File: config.mk
export PLATFORM = sky130hd
export DESIGN_NAME = cra_result_reg_a_engine
export DESIGN_NICKNAME = d
export VERILOG_FILES = /design/src/hdl/cra_pkg.sv /design/src/hdl/cra_otp_mem.sv /design/src/hdl/cra_result_reg_a_engine.sv
export SDC_FILE = /design/constraint.sdc
export NUM_CORES = 1
export LEC_CHECK = 0
export BUFFER_PORTS_ARGS = -buffer_cell sky130_fd_sc_hd__buf_2
export CELL_PAD_IN_SITES_DETAIL_PLACEMENT = 2
export CELL_PAD_IN_SITES_GLOBAL_PLACEMENT = 2
export CORE_MARGIN = 2
export CORE_UTILIZATION = 39
export CTS_CLUSTER_DIAMETER = 120
export DETAILED_ROUTE_END_ITERATION = 10
export PLACE_DENSITY_LB_ADDON = 0.1
export SETUP_SLACK_MARGIN = 0.1
export SLEW_MARGIN = 20
export SYNTH_ARGS = -nofsm -noshare
export SYNTH_HDL_FRONTEND = slang
export SYNTH_SLANG_ARGS = --single-unit
File: constraint.sdc
create_clock -name core_clk -period 3.7 [get_ports core_clk]
set_input_delay 0.555 -clock core_clk [delete_from_list [all_inputs] [get_ports core_clk]]
set_output_delay 0.555 -clock core_clk [all_outputs]
set_load 0.005 [all_outputs]
File: src/hdl/cra_pkg.sv
/*
 constants, field layout and state type of the challenge-response engine.
 assumes a 10 MHz core clock and a classic wishbone master with 8-bit byte addresses.
*/
// How it works
// [RULE1] - control register is read/write; status register is read-only, writes ignored.
// [RULE2] - power-on or soft reset loads the configuration byte from one-time memory.
// [RULE3] - configuration sets device address, speed, irq enable, auto-sleep and lockout bits.
// [RULE4] - a newly set, enabled status flag makes the device send a break.
// [RULE5] - after an interrupt break the host reads status as its next access.
// [RULE6] - any frame after an interrupt that skips status triggers another break.
// [RULE7] - reading the status register clears every status flag.
// [RULE8] - secret-selection byte picks two 32-bit secrets that program the hash engine.
// [RULE9] - four challenge byte registers are written; an 8-bit result is read back.
// [RULE10] - fourth challenge byte starts hashing; the result register holds the outcome.
// [RULE11] - host wakes, selects secrets, writes challenge, reads and compares result.
// [RULE12] - host rewrites the secret selection before every new challenge.
// [RULE13] - challenge without fresh secret selection sets the bus-error flag.
// [RULE14] - first secret gives polynomials and input selects, second the seeds.
// [RULE15] - lockout bits never clear; locked secrets unreadable, unwritable, still hashed; here a power-on reset clears the memory and the lockout bits.
// [RULE16] - four independent programmable 8-bit crc calculators form the hash; here each feedback also takes the neighbour's low bit.
// [RULE17] - result is first xor second ror 2 xor third ror 4 xor fourth ror 6.
// [RULE18] - irq sources: busy-write access always, bus error and protected access gated.
// [RULE19] - every driven break is a low pulse of 1.391 bit times.
// [RULE20] - the calculators eat the challenge one bit per step.
// [RULE21] - secret-to-calculator bit mapping is a parameterised function.
package cra_pkg;
   localparam int WB_AW = 8;
   // register byte offsets
   localparam logic [7:0] OFS_CTRL = 8'h00;
   localparam logic [7:0] OFS_STAT = 8'h04;
   localparam logic [7:0] OFS_SECRET_SELECT_REG = 8'h08;
   localparam logic [7:0] OFS_CHAL0 = 8'h0c;
   localparam logic [7:0] OFS_CHAL3 = 8'h18;
   localparam logic [7:0] OFS_RES = 8'h1c;
   localparam logic [2:0] OFS_OTP_TOP = 3'h2;
   // configuration / control byte fields
   localparam int CFG_LOCK_LO = 0;
   localparam int CFG_AUTO_SLEEP_ENABLE = 2;
   localparam int CFG_IRQEN = 3;
   localparam int CFG_SPD_LO = 4;
   localparam int CFG_DAB_LO = 6;
   localparam int CTRL_SRST = 8;
   localparam logic [7:0] CTRL_RST = 8'h00;
   // status byte fields
   localparam int STAT_EEW = 0;
   localparam int STAT_BER = 1;
   localparam int STAT_ACC = 2;
   localparam int STAT_LOCK_LO = 3;
   localparam int STAT_DAB_LO = 6;
   // one-time memory layout, in byte pairs
   localparam int OTP_PAIRS = 8;
   localparam logic [2:0] CFG_PAIR = 3'd0;
   localparam int SEC_PAIR_BASE = 1;
   localparam int SEC_PAIRS = 2;
   localparam logic [1:0] SEC_SETS = 2'd3;
   localparam int SEC_LOADS = 4;
   localparam int HASH_STEPS = 32;
   // timing
   localparam int CLK_NS = 100;
   localparam int BT_X1_NS = 172800;
   localparam int BRK_PERMILLE = 1391;
   localparam int BRK_CYC_X1_DEF = BT_X1_NS * BRK_PERMILLE / 1000 / CLK_NS;
   localparam int OTP_WR_NS = 1800000;
   localparam int WR_BUSY_CYC_DEF = (OTP_WR_NS + CLK_NS - 1) / CLK_NS;

   typedef enum logic [1:0] {
      ST_IDLE = 2'b00,
      ST_CFG = 2'b01,
      ST_SEC = 2'b10,
      ST_HASH = 2'b11
   } cra_state_t;
endpackage

File: src/hdl/cra_otp_mem.sv
/*
 byte-pair memory standing in for the one-time programmable array.
 assumes writes come whole pairs with per-byte enables; read data is registered.
*/
`timescale 1ns/1ps
module cra_otp_mem
#(
   parameter int DEPTH = 8,
   parameter int LANE_W = 8
)
(
   input wire logic core_clk, // core clock
   input wire logic nrst, // async reset
   input wire logic ce, // clock enable
   input wire logic [1:0] we, // per-byte write enable
   input wire logic [$clog2(DEPTH)-1:0] waddr, // pair index written
   input wire logic [2*LANE_W-1:0] wdata, // pair data, low byte first
   input wire logic [$clog2(DEPTH)-1:0] raddr, // pair index read
   output logic [2*LANE_W-1:0] rdata // registered read data
);
   logic [2*LANE_W-1:0] mem_q [DEPTH];

   if (DEPTH < 2 || LANE_W < 1)
   begin : g_chk_shape
      $error("memory shape out of range");
   end

   // flop array: reset gives the blank all-zero state, so the lockout bits start defined;
   // limitation: unlike a real one-time macro, a power-on reset erases this model
   always_ff @(posedge core_clk or negedge nrst)
   begin
      if (!nrst)
      begin
         for (int k = 0; k < DEPTH; k++)
            mem_q[k] <= '0;
      end
      else if (ce)
      begin
         if (we[0])
            mem_q[waddr][LANE_W-1:0] <= wdata[LANE_W-1:0];
         if (we[1])
            mem_q[waddr][2*LANE_W-1:LANE_W] <= wdata[2*LANE_W-1:LANE_W];
      end
   end

   always_ff @(posedge core_clk or negedge nrst)
   begin
      if (!nrst)
         rdata <= '0;
      else if (ce)
         rdata <= mem_q[raddr];
   end
endmodule // cra_otp_mem

File: src/hdl/cra_result_reg_a_engine.sv
/*
 challenge-response hash engine with control, status, break and memory access logic.
 assumes a classic wishbone master on core_clk; each wishbone access counts as one frame.
*/
`timescale 1ns/1ps
module cra_result_reg_a_engine
#(
   parameter int BRK_CYC_X1 = cra_pkg::BRK_CYC_X1_DEF,
   parameter int WR_BUSY_CYC = cra_pkg::WR_BUSY_CYC_DEF,
   parameter int MAP_ROT = 0
)
(
   input wire logic core_clk, // 10 MHz core clock
   input wire logic nrst, // async active-low reset
   input wire logic ce, // clock enable, freezes all state
   input wire logic wb_cyc_i, // wishbone cycle
   input wire logic wb_stb_i, // wishbone strobe
   input wire logic wb_we_i, // wishbone write
   input wire logic [cra_pkg::WB_AW-1:0] wb_adr_i, // byte address
   input wire logic [3:0] wb_sel_i, // byte lanes
   input wire logic [31:0] wb_dat_i, // write data
   output logic [31:0] wb_dat_o, // read data
   output logic wb_ack_o, // acknowledge
   output logic line_out, // break level, always low
   output logic line_oe, // high while a break is driven
   output logic [1:0] device_addr_bits, // device address
   output logic [1:0] bus_speed_select, // bit-rate select
   output logic auto_sleep_enable, // auto-sleep enable
   output logic hash_busy // hash in progress
);
   import cra_pkg::*;

   localparam int BRK_W = 14;
   localparam int WR_W = 15;

   if (BRK_CYC_X1 < 4 || 2 * BRK_CYC_X1 >= 2 ** BRK_W)
   begin : g_chk_brk
      $error("break length out of range");
   end
   if (WR_BUSY_CYC < 1 || WR_BUSY_CYC >= 2 ** WR_W)
   begin : g_chk_wr
      $error("write busy length out of range");
   end
   if (MAP_ROT < 0 || MAP_ROT > 3)
   begin : g_chk_map
      $error("map rotation out of range");
   end

   // secret byte for calculator i; rotation lets the mapping be re-wired
   function automatic logic [7:0] sec_byte(input logic [31:0] s, input int i);
      sec_byte = s[8*((i+MAP_ROT)%4) +: 8];
   endfunction

   function automatic logic [7:0] ror8(input logic [7:0] b, input int n);
      ror8 = 8'((b >> n) | (b << (8 - n)));
   endfunction

   // pair j of the load: j 0..1 from first set, 2..3 from second
   function automatic logic [2:0] pair_addr(input logic [7:0] sel, input logic [2:0] j);
      logic [1:0] set;
      set = j[1] ? sel[3:2] : sel[1:0];
      pair_addr = 3'(SEC_PAIR_BASE + SEC_PAIRS * set + j[0]);
   endfunction

   // secret pairs hidden by the lockout bits
   function automatic logic lock_hit(input logic [2:0] pair, input logic [1:0] lock);
      lock_hit = (lock[1] && pair >= 3'd1 && pair <= 3'd4)
         || (lock[0] && (pair == 3'd5 || pair == 3'd6));
   endfunction

   function automatic logic [BRK_W-1:0] brk_len(input logic [1:0] spd);
      case (spd)
         2'd0: brk_len = BRK_W'(2 * BRK_CYC_X1);
         2'd1: brk_len = BRK_W'(BRK_CYC_X1);
         2'd2: brk_len = BRK_W'(BRK_CYC_X1 / 2);
         default: brk_len = BRK_W'(BRK_CYC_X1 / 4);
      endcase
   endfunction

   cra_state_t st_q;
   logic [2:0] ld_cnt_q;
   logic [4:0] step_q;
   logic [7:0] ctrl_q;
   logic [7:0] secret_select_reg_q;
   logic [7:0] result_q;
   logic [31:0] chal_q;
   logic [2:0] flags_q;
   logic [1:0] lock_seen_q;
   logic fresh_q;
   logic [63:0] sec_q;
   logic [7:0] crc_q [4];
   logic [7:0] crc_nx [4];
   logic wait_q;
   logic ack_q;
   logic [31:0] dat_q;
   logic [WR_W-1:0] wr_cnt_q;
   logic [BRK_W-1:0] brk_cnt_q;
   logic brk_pend_q;
   logic brk_on_q;

   logic mem_busy, take, wr_busy, is_otp, exec_ok;
   logic [2:0] pair;
   logic [1:0] chal_idx;
   logic stat_rd, ctrl_wr, secret_select_reg_wr, secret_select_reg_bad, chal_wr, chal_last, hash_go, secret_select_reg_go;
   logic soft_rst, otp_wr_ok, cfg_done, sec_done, brk_req;
   logic [2:0] set_vec, irq_en;
   logic [31:0] rd_val;
   logic [1:0] mem_we;
   logic [15:0] mem_wdata, mem_rdata;
   logic [2:0] mem_raddr;

   // ---------------- access decode, valid in the exec cycle ----------------
   assign mem_busy = (st_q == ST_CFG) || (st_q == ST_SEC);
   assign take = wb_cyc_i && wb_stb_i && !wait_q && !ack_q && !mem_busy;
   assign wr_busy = (wr_cnt_q != '0);
   // a memory write in progress swallows the whole access
   assign exec_ok = wait_q && !wr_busy;
   assign is_otp = (wb_adr_i[7:5] == OFS_OTP_TOP) && (wb_adr_i[1:0] == 2'b00);
   assign pair = wb_adr_i[4:2];
   assign chal_idx = wb_adr_i[3:2] - 2'd3;
   assign stat_rd = exec_ok && !wb_we_i && (wb_adr_i == OFS_STAT); // [RULE7]
   assign ctrl_wr = exec_ok && wb_we_i && (wb_adr_i == OFS_CTRL);
   assign secret_select_reg_wr = exec_ok && wb_we_i && wb_sel_i[0] && (wb_adr_i == OFS_SECRET_SELECT_REG);
   assign secret_select_reg_bad = secret_select_reg_wr && (wb_dat_i[1:0] == SEC_SETS || wb_dat_i[3:2] == SEC_SETS
      || st_q != ST_IDLE);
   assign secret_select_reg_go = secret_select_reg_wr && !secret_select_reg_bad; // [RULE8]
   assign chal_wr = exec_ok && wb_we_i && wb_sel_i[0] && wb_adr_i[1:0] == 2'b00
      && wb_adr_i >= OFS_CHAL0 && wb_adr_i <= OFS_CHAL3 && st_q != ST_HASH;
   assign chal_last = chal_wr && (chal_idx == 2'd3);
   assign hash_go = chal_last && fresh_q && (st_q == ST_IDLE); // [RULE10]
   assign soft_rst = ctrl_wr && wb_sel_i[1] && wb_dat_i[CTRL_SRST];
   // locked parts refuse every write to the memory [RULE15]
   assign otp_wr_ok = exec_ok && wb_we_i && is_otp && (ctrl_q[CFG_LOCK_LO +: 2] == 2'b00);
   assign cfg_done = (st_q == ST_CFG) && (ld_cnt_q != 3'd0);
   assign sec_done = (st_q == ST_SEC) && (ld_cnt_q == 3'(SEC_LOADS));

   always_comb
   begin
      set_vec = 3'b000;
      set_vec[STAT_EEW] = wait_q && wr_busy; // [RULE18]
      // stale seeds or a busy engine make the sequence improper [RULE13]
      set_vec[STAT_BER] = secret_select_reg_bad || (chal_last && !hash_go)
         || (exec_ok && wb_we_i && st_q == ST_HASH && wb_adr_i >= OFS_CHAL0
         && wb_adr_i <= OFS_CHAL3);
      set_vec[STAT_ACC] = exec_ok && is_otp
         && (wb_we_i ? !otp_wr_ok : lock_hit(pair, ctrl_q[CFG_LOCK_LO +: 2])); // [RULE15]
   end

   // ---------------- memory port ----------------
   always_comb
   begin
      mem_we = 2'b00;
      mem_wdata = wb_dat_i[15:0];
      if (otp_wr_ok)
      begin
         // the trim byte beside the configuration byte is read-only
         mem_we = {pair != CFG_PAIR, 1'b1};
         if (pair == CFG_PAIR)
            mem_wdata[CFG_LOCK_LO +: 2] = wb_dat_i[CFG_LOCK_LO +: 2] | lock_seen_q; // [RULE15]
      end
      case (st_q)
         ST_CFG: mem_raddr = CFG_PAIR;
         ST_SEC: mem_raddr = pair_addr(secret_select_reg_q, ld_cnt_q);
         default: mem_raddr = pair;
      endcase
   end

   cra_otp_mem #(.DEPTH(OTP_PAIRS), .LANE_W(8)) u_mem (
      .core_clk(core_clk),
      .nrst(nrst),
      .ce(ce),
      .we(mem_we),
      .waddr(pair),
      .wdata(mem_wdata),
      .raddr(mem_raddr),
      .rdata(mem_rdata)
   );

   // ---------------- read mux ----------------
   always_comb
   begin
      rd_val = 32'h0000_0000;
      if (!wr_busy && !wb_we_i)
      begin
         case (wb_adr_i)
            OFS_CTRL: rd_val[7:0] = ctrl_q; // [RULE1]
            OFS_STAT:
            begin
               rd_val[STAT_EEW] = flags_q[STAT_EEW];
               rd_val[STAT_BER] = flags_q[STAT_BER];
               rd_val[STAT_ACC] = flags_q[STAT_ACC];
               rd_val[STAT_LOCK_LO +: 2] = ctrl_q[CFG_LOCK_LO +: 2];
               rd_val[STAT_DAB_LO +: 2] = ctrl_q[CFG_DAB_LO +: 2];
            end
            OFS_SECRET_SELECT_REG: rd_val[7:0] = secret_select_reg_q;
            OFS_RES: rd_val[7:0] = result_q; // [RULE9]
            default:
            begin
               if (chal_wr || (wb_adr_i >= OFS_CHAL0 && wb_adr_i <= OFS_CHAL3
                  && wb_adr_i[1:0] == 2'b00))
                  rd_val[7:0] = chal_q[8*chal_idx +: 8];
               else if (is_otp && !lock_hit(pair, ctrl_q[CFG_LOCK_LO +: 2]))
                  rd_val[15:0] = mem_rdata;
            end
         endcase
      end
   end

   // ---------------- wishbone handshake ----------------
   always_ff @(posedge core_clk or negedge nrst)
   begin
      if (!nrst)
      begin
         wait_q <= 1'b0;
         ack_q <= 1'b0;
         dat_q <= 32'h0000_0000;
      end
      else if (ce)
      begin
         wait_q <= take;
         ack_q <= wait_q;
         if (wait_q)
            dat_q <= rd_val;
      end
   end

   assign wb_ack_o = ack_q;
   assign wb_dat_o = dat_q;

   // ---------------- sequencer ----------------
   always_ff @(posedge core_clk or negedge nrst)
   begin
      if (!nrst)
      begin
         st_q <= ST_CFG; // [RULE2]
         ld_cnt_q <= 3'd0;
         step_q <= 5'd0;
      end
      else if (ce)
      begin
         if (soft_rst)
         begin
            st_q <= ST_CFG; // [RULE2]
            ld_cnt_q <= 3'd0;
         end
         else
         begin
            case (st_q)
               ST_CFG:
               begin
                  ld_cnt_q <= 3'd1;
                  if (ld_cnt_q != 3'd0)
                  begin
                     st_q <= ST_IDLE;
                     ld_cnt_q <= 3'd0;
                  end
               end
               ST_IDLE:
               begin
                  step_q <= 5'd0;
                  if (secret_select_reg_go)
                     st_q <= ST_SEC;
                  else if (hash_go)
                     st_q <= ST_HASH;
               end
               ST_SEC:
               begin
                  ld_cnt_q <= ld_cnt_q + 3'd1;
                  if (sec_done)
                  begin
                     st_q <= ST_IDLE;
                     ld_cnt_q <= 3'd0;
                  end
               end
               ST_HASH:
               begin
                  step_q <= step_q + 5'd1; // [RULE20]
                  if (step_q == 5'(HASH_STEPS - 1))
                     st_q <= ST_IDLE;
               end
               default: st_q <= ST_IDLE;
            endcase
         end
      end
   end

   // ---------------- control and host registers ----------------
   always_ff @(posedge core_clk or negedge nrst)
   begin
      if (!nrst)
      begin
         ctrl_q <= CTRL_RST;
         lock_seen_q <= 2'b00;
         secret_select_reg_q <= 8'h00;
         chal_q <= 32'h0000_0000;
      end
      else if (ce)
      begin
         if (cfg_done)
         begin
            ctrl_q <= mem_rdata[7:0]; // [RULE3]
            lock_seen_q <= lock_seen_q | mem_rdata[CFG_LOCK_LO +: 2];
         end
         else if (ctrl_wr && wb_sel_i[0])
            ctrl_q[7:2] <= wb_dat_i[7:2]; // lockout copy is not host-writable [RULE1]
         if (otp_wr_ok && pair == CFG_PAIR)
            lock_seen_q <= lock_seen_q | wb_dat_i[CFG_LOCK_LO +: 2]; // [RULE15]
         if (secret_select_reg_go)
            secret_select_reg_q <= wb_dat_i[7:0];
         if (chal_wr)
            chal_q[8*chal_idx +: 8] <= wb_dat_i[7:0]; // [RULE9]
      end
   end

   assign device_addr_bits = ctrl_q[CFG_DAB_LO +: 2];
   assign bus_speed_select = ctrl_q[CFG_SPD_LO +: 2];
   assign auto_sleep_enable = ctrl_q[CFG_AUTO_SLEEP_ENABLE];
   assign hash_busy = (st_q == ST_HASH);

   // ---------------- secret load and hash ----------------
   for (genvar i = 0; i < 4; i++)
   begin : g_crc
      logic [7:0] sb;
      logic fb;
      assign sb = sec_byte(sec_q[31:0], i); // [RULE21]
      // low bit of each byte couples in the neighbour; the polynomial keeps x^0 set
      assign fb = crc_q[i][7] ^ chal_q[step_q] ^ (sb[0] & crc_q[(i+3)%4][0]); // [RULE14]
      assign crc_nx[i] = {crc_q[i][6:0], 1'b0} ^ (fb ? {sb[7:1], 1'b1} : 8'h00); // [RULE16]
   end

   always_ff @(posedge core_clk or negedge nrst)
   begin
      if (!nrst)
      begin
         sec_q <= 64'h0;
         fresh_q <= 1'b0;
         result_q <= 8'h00;
         for (int i = 0; i < 4; i++)
            crc_q[i] <= 8'h00;
      end
      else if (ce)
      begin
         if (st_q == ST_SEC && ld_cnt_q != 3'd0)
            sec_q[{ld_cnt_q[1:0] - 2'd1, 4'd0} +: 16] <= mem_rdata; // [RULE8]
         if (soft_rst || hash_go || secret_select_reg_go)
            fresh_q <= 1'b0;
         else if (sec_done)
            fresh_q <= 1'b1; // [RULE13]
         if (hash_go)
         begin
            for (int i = 0; i < 4; i++)
               crc_q[i] <= sec_byte(sec_q[63:32], i); // [RULE14]
         end
         else if (st_q == ST_HASH)
         begin
            for (int i = 0; i < 4; i++)
               crc_q[i] <= crc_nx[i]; // [RULE16]
            if (step_q == 5'(HASH_STEPS - 1))
               result_q <= crc_nx[0] ^ ror8(crc_nx[1], 2) ^ ror8(crc_nx[2], 4)
                  ^ ror8(crc_nx[3], 6); // [RULE17]
         end
      end
   end

   // ---------------- status flags and breaks ----------------
   assign irq_en = {ctrl_q[CFG_IRQEN], ctrl_q[CFG_IRQEN], 1'b1}; // [RULE18]
   // ready break after a load, a fresh enabled flag, or a frame that skipped status
   assign brk_req = cfg_done || (|(set_vec & irq_en & ~flags_q)) // [RULE4]
      || (wait_q && !stat_rd && |(flags_q & irq_en)); // [RULE6]

   always_ff @(posedge core_clk or negedge nrst)
   begin
      if (!nrst)
         flags_q <= 3'b000;
      else if (ce)
      begin
         if (soft_rst)
            flags_q <= 3'b000;
         else
            flags_q <= (flags_q & ~{3{stat_rd}}) | set_vec; // set beats clear [RULE7]
      end
   end

   always_ff @(posedge core_clk or negedge nrst)
   begin
      if (!nrst)
      begin
         brk_pend_q <= 1'b0;
         brk_on_q <= 1'b0;
         brk_cnt_q <= '0;
      end
      else if (ce)
      begin
         brk_pend_q <= brk_req || (brk_pend_q && brk_on_q);
         if (brk_on_q)
         begin
            brk_cnt_q <= brk_cnt_q - 1'b1;
            if (brk_cnt_q == BRK_W'(1))
               brk_on_q <= 1'b0;
         end
         else if (brk_pend_q)
         begin
            brk_cnt_q <= brk_len(ctrl_q[CFG_SPD_LO +: 2]); // [RULE19]
            brk_on_q <= 1'b1;
         end
      end
   end

   assign line_out = 1'b0;
   assign line_oe = brk_on_q;

   // ---------------- memory write busy timer ----------------
   always_ff @(posedge core_clk or negedge nrst)
   begin
      if (!nrst)
         wr_cnt_q <= '0;
      else if (ce)
      begin
         if (otp_wr_ok)
            wr_cnt_q <= WR_W'(WR_BUSY_CYC);
         else if (wr_busy)
            wr_cnt_q <= wr_cnt_q - 1'b1;
      end
   end
endmodule // cra_result_reg_a_engine

==> results of run 1 <==
cells in the mapped netlist (26+ instances only):
cell type,n
o31ai_1,74
inv_1,37
nor3_1,27
o21ai_0,127
a21oi_1,63
o21ai_1,27
dfrtp_1,360
nand2_1,525
nand2b_1,35
clkbuf_1,92
mux2_2,26
nand3_1,71
a31oi_1,37
nor2_1,84
ha_1,27
power groups by stage:
stage / combinational [mW] / clock, mW / sequential (mW)
finish: 0.800 / 4.29 / 4.32
global route: 0.888 / 4.55 / 4.34
detailed placement: 0.796 / 0 / 4.38
global placement: 0.759 / 0 / 4.37
CTS: 0.808 / 4.40 / 4.32
floorplan: 0.482 / 0 / 4.31
final cells by class:
class                      instances  area (sq um)  share of cell area
clock inverter                    10           110             0.00521
inverter                          39           146             0.00693
timing repair buffer             132           951              0.0450
clock buffer                      68          1290              0.0612
multi-input combinational       1492          8820               0.417
tap                              615           769              0.0364
sequential                       361          9030               0.428
timing repair:
action | CTS | global route
pin swaps | 0 | 1
hold endpoints to repair | 0 | 0
gates resized for setup | 2 | 4
setup buffers | 0 | 1
endpoints found under the setup margin | 5 | 29
kinds of logic after synthesis:
family / synth area share
buf+inv: 0.0479
flops: 0.484
fa+ha+maj: 0.0181
simple gates: 0.213
other cells: 0.000201
compound gates: 0.172
xor+xnor: 0.0213
mux: 0.0427
stage by stage:
step	hold WS, ns	setup slack, ns	util	instance area, sq um	total power, mW
after floorplan	0.259	0.683	-	18700	4.79
after global placement	0.449	0.0451	0.415	19700	5.13
after detailed placement	0.459	-0.0436	0.415	19700	5.18
after CTS	0.0925	0.0868	0.445	21100	9.52
after global routing	0.120	0.0830	0.445	21100	9.78
final	0.0458	0.264	0.445	21100	9.41
worst paths after layout:
kind	startpoint	end	slack, ns	cells after the start
worst max-delay path	wr_cnt_q[7]	chal_q[8]	0.26	9
worst min-delay path	nrst	brk_cnt_q[0]	0.05	1
worst max register to register	wr_cnt_q[7]	chal_q[8]	0.26	9
worst min register to register	u_mem.mem_q[46]	u_mem.mem_q[46]	0.47	2
max in group asynchronous	nrst	sec_q[38]	2.73	2
min in group core_clk	wb_dat_i[15]	u_mem.mem_q[15]	0.21	3
registers in the layout, summed over array words and instances (netlist names), 2 cells and up:
register and count:
flags_q 3, chal_q 32, result_q 8, ld_cnt_q 3
st_q 2, wr_cnt_q 15, brk_cnt_q 14, sec_q 64
u_mem.mem_q 128, u_mem.rdata 16, crc_q 32, ctrl_q 8
secret_select_reg_q 8, step_q 5, wb_dat_o 16, lock_seen_q 2
per-layer routing:
metal / wire length (um) / vias to the layer above / track usage
li1: - / 7197 / -
met1: 30000 / 8240 / 0.364
met2: 31700 / 238 / 0.448
met3: 2030 / 82 / 0.0299
met4: 1310 / 0 / 0.0688
met5: 0 / - / 0
==> run summary, run 1 <==
core area: 47400 sq um
Layout Skew: 0.0182 ns
CTS Root Cell: clkbuf_16
CTS max path bufs: 3
clock share of power: 0.456
layout cells sized above 1: 0.134
DR iter-0 viols: 852
GR Util All Layers: 0.265
Post-Synthesis Cells: 2033
Worst slew margin: 0.351
Netlist cell types: 84
total iterations of the first detailed-routing run: 5
Worst Setup Start Kind: flop
# clock sinks: 361
Clock Pin Slew Worst Setup and Hold Paths: 0.06 ns
later-pin clock latency in the skew report: 0.59 ns
first-pass GRT wire length: 102 mm
Finished Layout Cells: 2717
initial core utilization: 0.393
worst min-delay path class: primary input to asynchronous set/reset pin
die area: 49600 sq um
FF+latch count, synth: 361
Comb pwr share: 0.085
CTS tree: done
vias in the first global route: 17100
Max Cap Viol: 0
Final Max Slew Viols: 0
Fin. Hold Viols: 0
placed instance count: 2638
global route overflow: 0
DR vias/cell: 5.80
Die X: 223 um
top post-synthesis cells by area: dfrtp_1 (48%), nand2_1 (11%), o21ai_0 (3.4%)
fin crit period: 3.44 ns
Reg power frac: 0.459
setup TNS: 0 ns
Placer Congestion: 0.876
most frequent CP cell: or4_4
slowest CP cell: or4_4
RSZ-0062 raised after global routing: true
maximum vdd drop: 292 uV
leak pwr: 9.52 nW
Routed wire per std cell: 23.9 um
Net Sw Frac: 0.266
most frequent cells in the layout: nand2_1 (524), dfrtp_1 (360), o21ai_0 (125)
Worst EP arrival: 3.94 ns
Syn. warnings: 0
sequential-to-total area share from yosys stat: 0.484
Num CTS Buffers: 44
Area Growth Syn to Fin: 13.2%
Net Sw Power: 2.50 mW
Syn Std Cell Area: 18700 sq um
Post-synth top flop: dfrtp_1
CP required: 4.21 ns
hold_buf cts: 0
achievable clock frequency: 0.291 GHz
initial antenna violation count: 2
Vias: 15800
# IOs: 91
Synth top area share: 0.483
Final ANT Viol Nets: 0
WL final: 65.1 mm
Crit. End Element: flop
Slew @ Worst Pin: 0.973 ns
Crit Path Max Fanout: 16
crit-path leading delay family: simple AND/OR/NAND/NOR gates
Die Ht: 223 um
crit-path cells: or4_4, or4_4, nor4_4, buf_4, nand3_1, nor2_1, nand2_1, nor4_1, a21o_1
Fillers: 5114
H-tree depth: 2
Synth area leader: dfrtp_1
Detailed Place HPWL: 44.8 mm
largest net degree at the start of global routing: 106
Internal Power: 6.91 mW
num rows: 80
Avg Cell Area, Syn: 9.17 sq um
asr flop ratio synth: 1.00
critical path class: flop to flop
# setup viols final: 0
status: complete, no violations
Buf+Inv Stages, Crit Path: 1
CP max stage delay: 0.60 ns
period utilisation layout: 0.929
NumNets Final: 2147
PortBufs: 55
n_diodes: 0
commonest non-fill, non-tap cell in the layout: nand2_1
Post-synth EDFFs: 0
Residual DRC: 0
pwr dens: 445 nW/um^2
No activity file was read; power rests on OpenSTA's default activity.
==> run 2, diff against run 1 <==
--- a/config.mk
+++ b/config.mk
@@ -9,12 +9,14 @@
 export CELL_PAD_IN_SITES_DETAIL_PLACEMENT = 2
 export CELL_PAD_IN_SITES_GLOBAL_PLACEMENT = 2
 export CORE_MARGIN = 2
-export CORE_UTILIZATION = 39
+export CORE_UTILIZATION = 41
 export CTS_CLUSTER_DIAMETER = 120
+export CTS_CLUSTER_SIZE = 30
 export DETAILED_ROUTE_END_ITERATION = 10
 export PLACE_DENSITY_LB_ADDON = 0.1
 export SETUP_SLACK_MARGIN = 0.1
 export SLEW_MARGIN = 20
 export SYNTH_ARGS = -nofsm -noshare
 export SYNTH_HDL_FRONTEND = slang
+export SYNTH_HIERARCHICAL = 1
 export SYNTH_SLANG_ARGS = --single-unit
==> run 2 against run 1 <==
- count of clock-buffer cells in the layout down 45
- clock power down 45%
- combinational power up 80%
- largest power group unchanged
==> run summary, run 2 <==
Vias: 14300 (-9.4%)
leak pwr: 9.60 nW (+0.80%)
vias in the first global route: 15700 (-8.0%)
Synth area leader: dfrtp_1
CP max stage delay: 0.57 ns (-0.03 ns)
Worst slew margin: 0.291 (-0.0600)
Crit. End Element: flop
Synth Area in Adders: 0.0180 (-0.0000835)
hold_buf cts: 0 (unchanged)
die area: 47400 sq um (-4.4%)
fin crit period: 3.48 ns (+0.0414 ns)
# setup viols final: 0 (unchanged)
Fin. Hold Viols: 0 (unchanged)
Routed wire per std cell: 24.7 um (+3.3%)
H-tree depth: 1 (-1)
post-route design area: 20400 sq um (-3.6%)
Num CTS Buffers: 16 (-64%)
Final ANT Viol Nets: 0 (unchanged)
Die X: 218 um (-2.2%)
Biggest register: u_mem/mem_q
largest net degree at the start of global routing: 90 (-15%)
Residual DRC: 0 (unchanged)
Syn. warnings: 6 (+6)
commonest non-fill, non-tap cell in the layout: dfrtp_1
NumNets Final: 1903 (-11%)
maximum vdd drop: 403 uV (+38%)
later-pin clock latency in the skew report: 0.56 ns (-0.03 ns)
Buf+Inv Stages, Crit Path: 2 (+1)
Synth Area in Compound Gates: 0.146 (-0.0266)
multi-input logic area: 9000 sq um (+2.1%)
top-count cell post-synth: dfrtp_1
Worst EP arrival: 3.94 ns (about the same)
crit-path cells: mux4_1, mux2_2, a211oi_4, buf_4, o21ai_0, buf_4, nand3_1, xor2_1, xnor3_1, o21ai_0
initial antenna violation count: 0 (-2)
asr flop ratio synth: 1.00 (unchanged)
achievable clock frequency: 0.288 GHz (-1.2%)
sequential-to-total area share from yosys stat: 0.482 (-0.00223)
critical path class: flop to flop
DR iter-0 viols: 831 (-2.5%)
status: complete, no violations
most frequent cells after synthesis: dfrtp_1 (360), nand2_1 (259), o21ai_0 (152)
Post-synth EDFFs: 0 (unchanged)
reg2reg path depth: 10 (+1)
r2r endpoint: result_q[2]
Clock Pin Slew Worst Setup and Hold Paths: 0.13 ns (+0.07 ns)
# clock sinks: 361 (unchanged)
Max Cap Viol: 0 (unchanged)
worst min-delay path class: primary input to asynchronous set/reset pin
Slew @ Worst Pin: 1.06 ns (+0.0874 ns)
Post-synth top flop: dfrtp_1
# IOs: 91 (unchanged)
PortBufs: 55 (unchanged)
CTS max path bufs: 3 (unchanged)
setup TNS: 0 ns (unchanged)
Post-Synthesis Cells: 1787 (-12%)
max reg flops: 128 (unchanged)
Die Ht: 218 um (-2.2%)
crit path capture: result_q[2]
most frequent cells in the layout: dfrtp_1 (360), nand2_1 (258), o21ai_0 (149)
RR Startpoint: step_q[0]
Layout Skew: 0.0380 ns (+0.0197 ns)
global route overflow: 0 (unchanged)
Synth top area share: 0.481 (-0.00223)
CTS tree: done
Crit Path Max Fanout: 9 (-7)
dpl cell area: 19800 sq um (+0.73%)
FF+latch count, synth: 361 (unchanged)
first-pass GRT wire length: 95.0 mm (-6.9%)
Final Max Slew Viols: 0 (unchanged)
Detailed Place HPWL: 42.1 mm (-6.1%)
crit-path leading delay family: multiplexers
CTS Root Cell: clkbuf_16
initial core utilization: 0.414 (+0.0207)
layout cells sized above 1: 0.186 (+0.0523)
GR Util All Layers: 0.259 (-0.00575)
Avg Cell Area, Syn: 10.5 sq um (+14%)
core area: 45300 sq um (-4.6%)
pwr dens: 414 nW/um^2 (-7.1%)
top flop regs: u_mem/mem_q: 128 flops, sec_q: 64 flops
Worst Setup Start Kind: flop
period utilisation layout: 0.940 (+0.0112)
num rows: 78 (-2.5%)
XOR/XNOR share of the synthesized area: 0.0226 (+0.00130)
DR vias/cell: 5.87 (+1.1%)
flop-to-flop setup slack: 0.22 ns (-0.04 ns)
largest family of logic cells by synthesized area: simple AND/OR/NAND/NOR gates
Simple-Gate Fraction of Synth Area: 0.148 (-0.0648)
slowest CP cell: mux4_1
Netlist cell types: 79 (-6.0%)
Placer Congestion: 0.827 (-5.6%)
Area Growth Syn to Fin: 8.71%
Fillers: 4760 (-6.9%)
final hold slack: 0.0353 ns (-0.0105 ns)
CP required: 4.17 ns (-0.04 ns)
crit path from: step_q[0]
Syn Std Cell Area: 18700 sq um (+0.46%)
WL final: 60.2 mm (-7.5%)
total iterations of the first detailed-routing run: 6 (+1)
top post-synthesis cells by area: dfrtp_1 (48%), mux2_2 (7.6%), nand2_1 (5.2%)
WP depth: 10 (+1)
RSZ-0062 raised after global routing: true
Reg area: 9030 sq um (unchanged)
post-synthesis mux area share: 0.139 (+0.0964)
==> run 2: cell types whose count changed in the layout (fill, tap and decap cells not counted), sizes merged, moves of 18 or more <==
cell	before	now
mux2i	14	62
a31oi	37	17
nand2	525	259
nor2	84	64
o31ai	74	27
a21oi	64	35
clkbuf	68	23
mux2	28	142
nor2b	6	36
nand3	73	55
==> run 2: worst min-delay path by stage <==
| stage | start | to | slack, ns | depth (start not counted) |
|---|---|---|---|---|
| after floorplan | nrst | brk_cnt_q[0] | 0.26 | 0 |
| after global routing | nrst | brk_cnt_q[1] | 0.07 | 1 |
| after global placement | lock_seen_q[0] | lock_seen_q[0] | 0.44 | 1 |
| after CTS | nrst | brk_cnt_q[1] | 0.07 | 1 |
| after detailed placement | lock_seen_q[0] | lock_seen_q[0] | 0.46 | 1 |
| final | nrst | brk_cnt_q[1] | 0.04 | 1 |
==> run 2: kinds of logic (layout without fill, tap and decap cells) <==
family / Yosys count / after routing
mux: 218 / 218
other cells: 1 / 18
simple gates: 563 / 563
compound gates: 406 / 406
xor+xnor: 42 / 42
fa+ha+maj: 27 / 27
flops: 361 / 361
buf+inv: 169 / 200
==> run 2: layer usage <==
metal | GRT usage | part of all wire | routed length (um) | vias up
li1 | - | - | - | 6460
met1 | 0.354 | 0.45 | 27400 | 7539
met2 | 0.442 | 0.49 | 29300 | 216
met3 | 0.0264 | 0.033 | 1980 | 68
met4 | 0.0683 | 0.025 | 1530 | 0
met5 | 0 | 0 | 0 | -
==> run 2: timing repair <==
| item | CTS | global route |
|---|---|---|
| buffers inserted | 0 | 0 |
| gates resized for setup | 0 | 3 |
| hold endpoints to repair | 0 | 0 |
| endpoints found under the setup margin | 0 | 8 |
==> run 2: cell type report <==
type / instances / share of cell area
multi-input combinational: 1273 / 0.442
clock inverter: 3 / 0.00283
timing repair buffer: 126 / 0.0432
inverter: 48 / 0.00885
antenna: 1 / 0.000123
clock buffer: 23 / 0.0225
tap: 600 / 0.0369
sequential: 361 / 0.444
==> run 2: report_power, final <==
group / switching (mW) / internal (mW) / total [mW]
clock network: 1.37 / 0.968 / 2.34
logic: 0.905 / 0.533 / 1.44
registers: 0.461 / 4.19 / 4.65
total: 2.74 / 5.69 / 8.43
==> run 2: metrics by stage <==
stage	util	setup slack, ns	power (mW)	instances
final	0.450	0.223	8.43	2435
after global routing	0.450	0.0640	8.84	2434
after CTS	0.449	0.186	8.52	2434
after detailed placement	0.438	0.269	6.17	2408
after global placement	0.438	0.335	6.09	2408
after floorplan	-	0.279	5.45	1803
==> run 2: worst register-to-register path: cells and delay by family (launching register included) <==
kind            cells  cell delay [ns]
flops               1             0.50
mux                 2             0.89
compound gates      3             0.63
buf+inv             2             0.52
simple gates        1             0.10
xor+xnor            2             0.74
==> run 3, diff against run 2 <==
--- a/config.mk
+++ b/config.mk
@@ -9,11 +9,11 @@
 export CELL_PAD_IN_SITES_DETAIL_PLACEMENT = 2
 export CELL_PAD_IN_SITES_GLOBAL_PLACEMENT = 2
 export CORE_MARGIN = 2
-export CORE_UTILIZATION = 41
+export CORE_UTILIZATION = 37
 export CTS_CLUSTER_DIAMETER = 120
 export CTS_CLUSTER_SIZE = 30
 export DETAILED_ROUTE_END_ITERATION = 10
-export PLACE_DENSITY_LB_ADDON = 0.1
+export PLACE_DENSITY = 0.75
 export SETUP_SLACK_MARGIN = 0.1
 export SLEW_MARGIN = 20
 export SYNTH_ARGS = -nofsm -noshare
==> constraint.sdc (replaced) <==
create_clock -name core_clk -period 3.15 [get_ports core_clk]
set_input_delay 0.4725 -clock core_clk [delete_from_list [all_inputs] [get_ports core_clk]]
set_output_delay 0.4725 -clock core_clk [all_outputs]
set_load 0.005 [all_outputs]
==> run 3 against run 2 <==
- hold slack better by 0.21 ns
- critical endpoint is now result_q[4]
- clock skew shrank 0.0068 ns
- flip-flop and latch count unchanged
- final area up 4.8%
- count of clock-buffer cells in the layout down 3
- core utilization fell by 2.3 points
- combinational power grew 24%
- first-iteration DRC count shrank 5.2%
==> run summary, run 3 (same netlist as run 2, synthesis figures left out) <==
Die X: 229 um (+5.2%)
RR Startpoint: step_q[0]
Slew @ Worst Pin: 0.925 ns (-0.135 ns)
Worst Setup Start Kind: flop
final hold slack: 0.241 ns (+0.206 ns)
RSZ-0062 raised after global routing: true
Fin. Hold Viols: 0 (unchanged)
placed instance count: 2535 (+5.3%)
pwr dens: 462 nW/um^2 (+11%)
layout cells sized above 1: 0.230 (+0.0436)
most frequent cells in the layout: dfrtp_1 (359), nand2_1 (259), o21ai_0 (144)
Final ANT Viol Nets: 0 (unchanged)
fin crit period: 3.04 ns (-0.438 ns)
Residual DRC: 0 (unchanged)
vias in the first global route: 16300 (+3.5%)
initial antenna violation count: 3 (+3)
die area: 52500 sq um (+11%)
Comb pwr share: 0.182 (+0.011)
CTS max path bufs: 3 (unchanged)
total power: 9.86 mW (+17%)
GR Util All Layers: 0.238 (-0.0212)
Fillers: 5289 (+11%)
max reg flops: 128 (unchanged)
dpl cell area: 20600 sq um (+3.7%)
Net Sw Power: 3.23 mW (+18%)
Vias: 14500 (+1.7%)
status: complete, no violations
pre-CTS setup slack: -0.288 ns (-0.558 ns)
Layout Skew: 0.0312 ns (-0.00682 ns)
# clock sinks: 361 (unchanged)
worst setup margin: 0.110 ns (-0.112 ns)
PortBufs: 55 (unchanged)
Final Max Slew Viols: 0 (unchanged)
Net Sw Frac: 0.328 (+0.00295)
post-route design area: 21400 sq um (+4.8%)
Biggest register: u_mem/mem_q
leak pwr: 9.98 nW (+4.0%)
Finished Layout Cells: 2572 (+5.6%)
maximum vdd drop: 443 uV (+10%)
H-tree depth: 1 (unchanged)
core area: 50100 sq um (+11%)
DR iter-0 viols: 788 (-5.2%)
critical path class: flop to flop
DR vias/cell: 5.65 (-3.7%)
CTS tree: done
Worst slew margin: 0.382 (+0.0904)
r2r endpoint: result_q[4]
achievable clock frequency: 0.329 GHz (+14%)
crit path capture: result_q[4]
Detailed Place HPWL: 44.9 mm (+6.6%)
clock share of power: 0.263 (-0.015)
largest net degree at the start of global routing: 81 (-10%)
CTS Root Cell: clkbuf_16
NumNets Final: 1971 (+3.6%)
total iterations of the first detailed-routing run: 6 (unchanged)
Crit. End Element: flop
crit path from: step_q[0]
Num CTS Buffers: 16 (unchanged)
CP required: 3.63 ns (-0.54 ns)
Post-Route Utilization: 0.426 (-0.0234)
setup TNS: 0 ns (unchanged)
commonest non-fill, non-tap cell in the layout: dfrtp_1
global route overflow: 0 (unchanged)
Reg power frac: 0.555 (+0.003)
Area Growth Syn to Fin: 14.0%
reg2reg path depth: 11 (+1)
# IOs: 91 (unchanged)
later-pin clock latency in the skew report: 0.55 ns (about the same)
Crit Path Max Fanout: 9 (unchanged)
period utilisation layout: 0.965 (+0.0251)
Clock Pin Slew Worst Setup and Hold Paths: 0.12 ns (about the same)
num rows: 82 (+5.1%)
# setup viols final: 0 (unchanged)
Worst EP arrival: 3.52 ns (-0.42 ns)
flop-to-flop setup slack: 0.11 ns (-0.11 ns)
Die Ht: 229 um (+5.2%)
top flop regs: u_mem/mem_q: 128 flops, sec_q: 64 flops
WL final: 62.5 mm (+3.8%)
Placer Congestion: 0.851 (+2.9%)
Max Cap Viol: 0 (unchanged)
Routed wire per std cell: 24.3 um (-1.7%)
initial core utilization: 0.374 (-0.0395)
first-pass GRT wire length: 98.2 mm (+3.3%)
worst min-delay path class: primary input to flop
Internal Power: 6.63 mW (+16%)
-- run 3: power by group through the flow --
stage,registers [mW],logic (mW),clock network (mW)
after floorplan,5.28,1.12,0
after global placement,5.50,1.68,0
after detailed placement,5.54,1.79,0
after CTS,5.45,1.81,2.71
after global routing,5.52,1.98,2.82
final,5.47,1.79,2.60
-- run 3: worst min-delay path by stage --
stage              startpoint              to  slack, ns  cells past startpoint
2_1_floorplan            nrst    brk_cnt_q[0]       0.18                      0
3_3_place_gp   lock_seen_q[0]  lock_seen_q[0]       0.44                      1
3_5_place_dp   lock_seen_q[1]  lock_seen_q[1]       0.45                      1
4_1_cts              wb_cyc_i          wait_q       0.21                      2
5_1_grt              wb_cyc_i          wait_q       0.21                      2
6_report             wb_cyc_i          wait_q       0.24                      2
-- run 3: area by class of cell --
| cell class | count | area, sq um | area share |
|---|---|---|---|
| Multi-Input combinational cell | 1273 | 9180 | 0.430 |
| Tap cell | 672 | 841 | 0.0394 |
| Clock inverter | 3 | 32.5 | 0.00152 |
| Clock buffer | 20 | 437 | 0.0205 |
| Antenna cell | 1 | 2.50 | 0.000117 |
| Timing Repair Buffer | 194 | 1640 | 0.0768 |
| Inverter | 48 | 180 | 0.00844 |
| Sequential cell | 361 | 9040 | 0.423 |
-- run 3: what timing repair did --
action                                  4_1_cts  5_1_grt
pin swaps                                     4       15
hold buffers                                  1        0
resized for setup                            16       39
setup buffers                                 6        4
endpoints found under the setup margin      172      101
hold endpoints to repair                     52        0
gates cloned                                  1        1
-- run 3: critical path, cell delays in order (launching register included) --
cell and delay, ns:
dfrtp_2 0.43, mux4_2 0.52, mux2_4 0.30, a211oi_4 0.25, buf_12 0.18, o21ai_2 0.07
buf_6 0.17, nand3_1 0.12, xor2_1 0.23, buf_4 0.18, xnor3_1 0.36, o21ai_1 0.14
-- run 3: metal layers --
| layer | track usage | up-vias | share of wire |
|---|---|---|---|
| li1 | - | 6577 | - |
| met1 | 0.319 | 7687 | 0.45 |
| met2 | 0.413 | 198 | 0.50 |
| met3 | 0.0293 | 64 | 0.033 |
| met4 | 0.0546 | 0 | 0.022 |
| met5 | 0 | - | 0 |
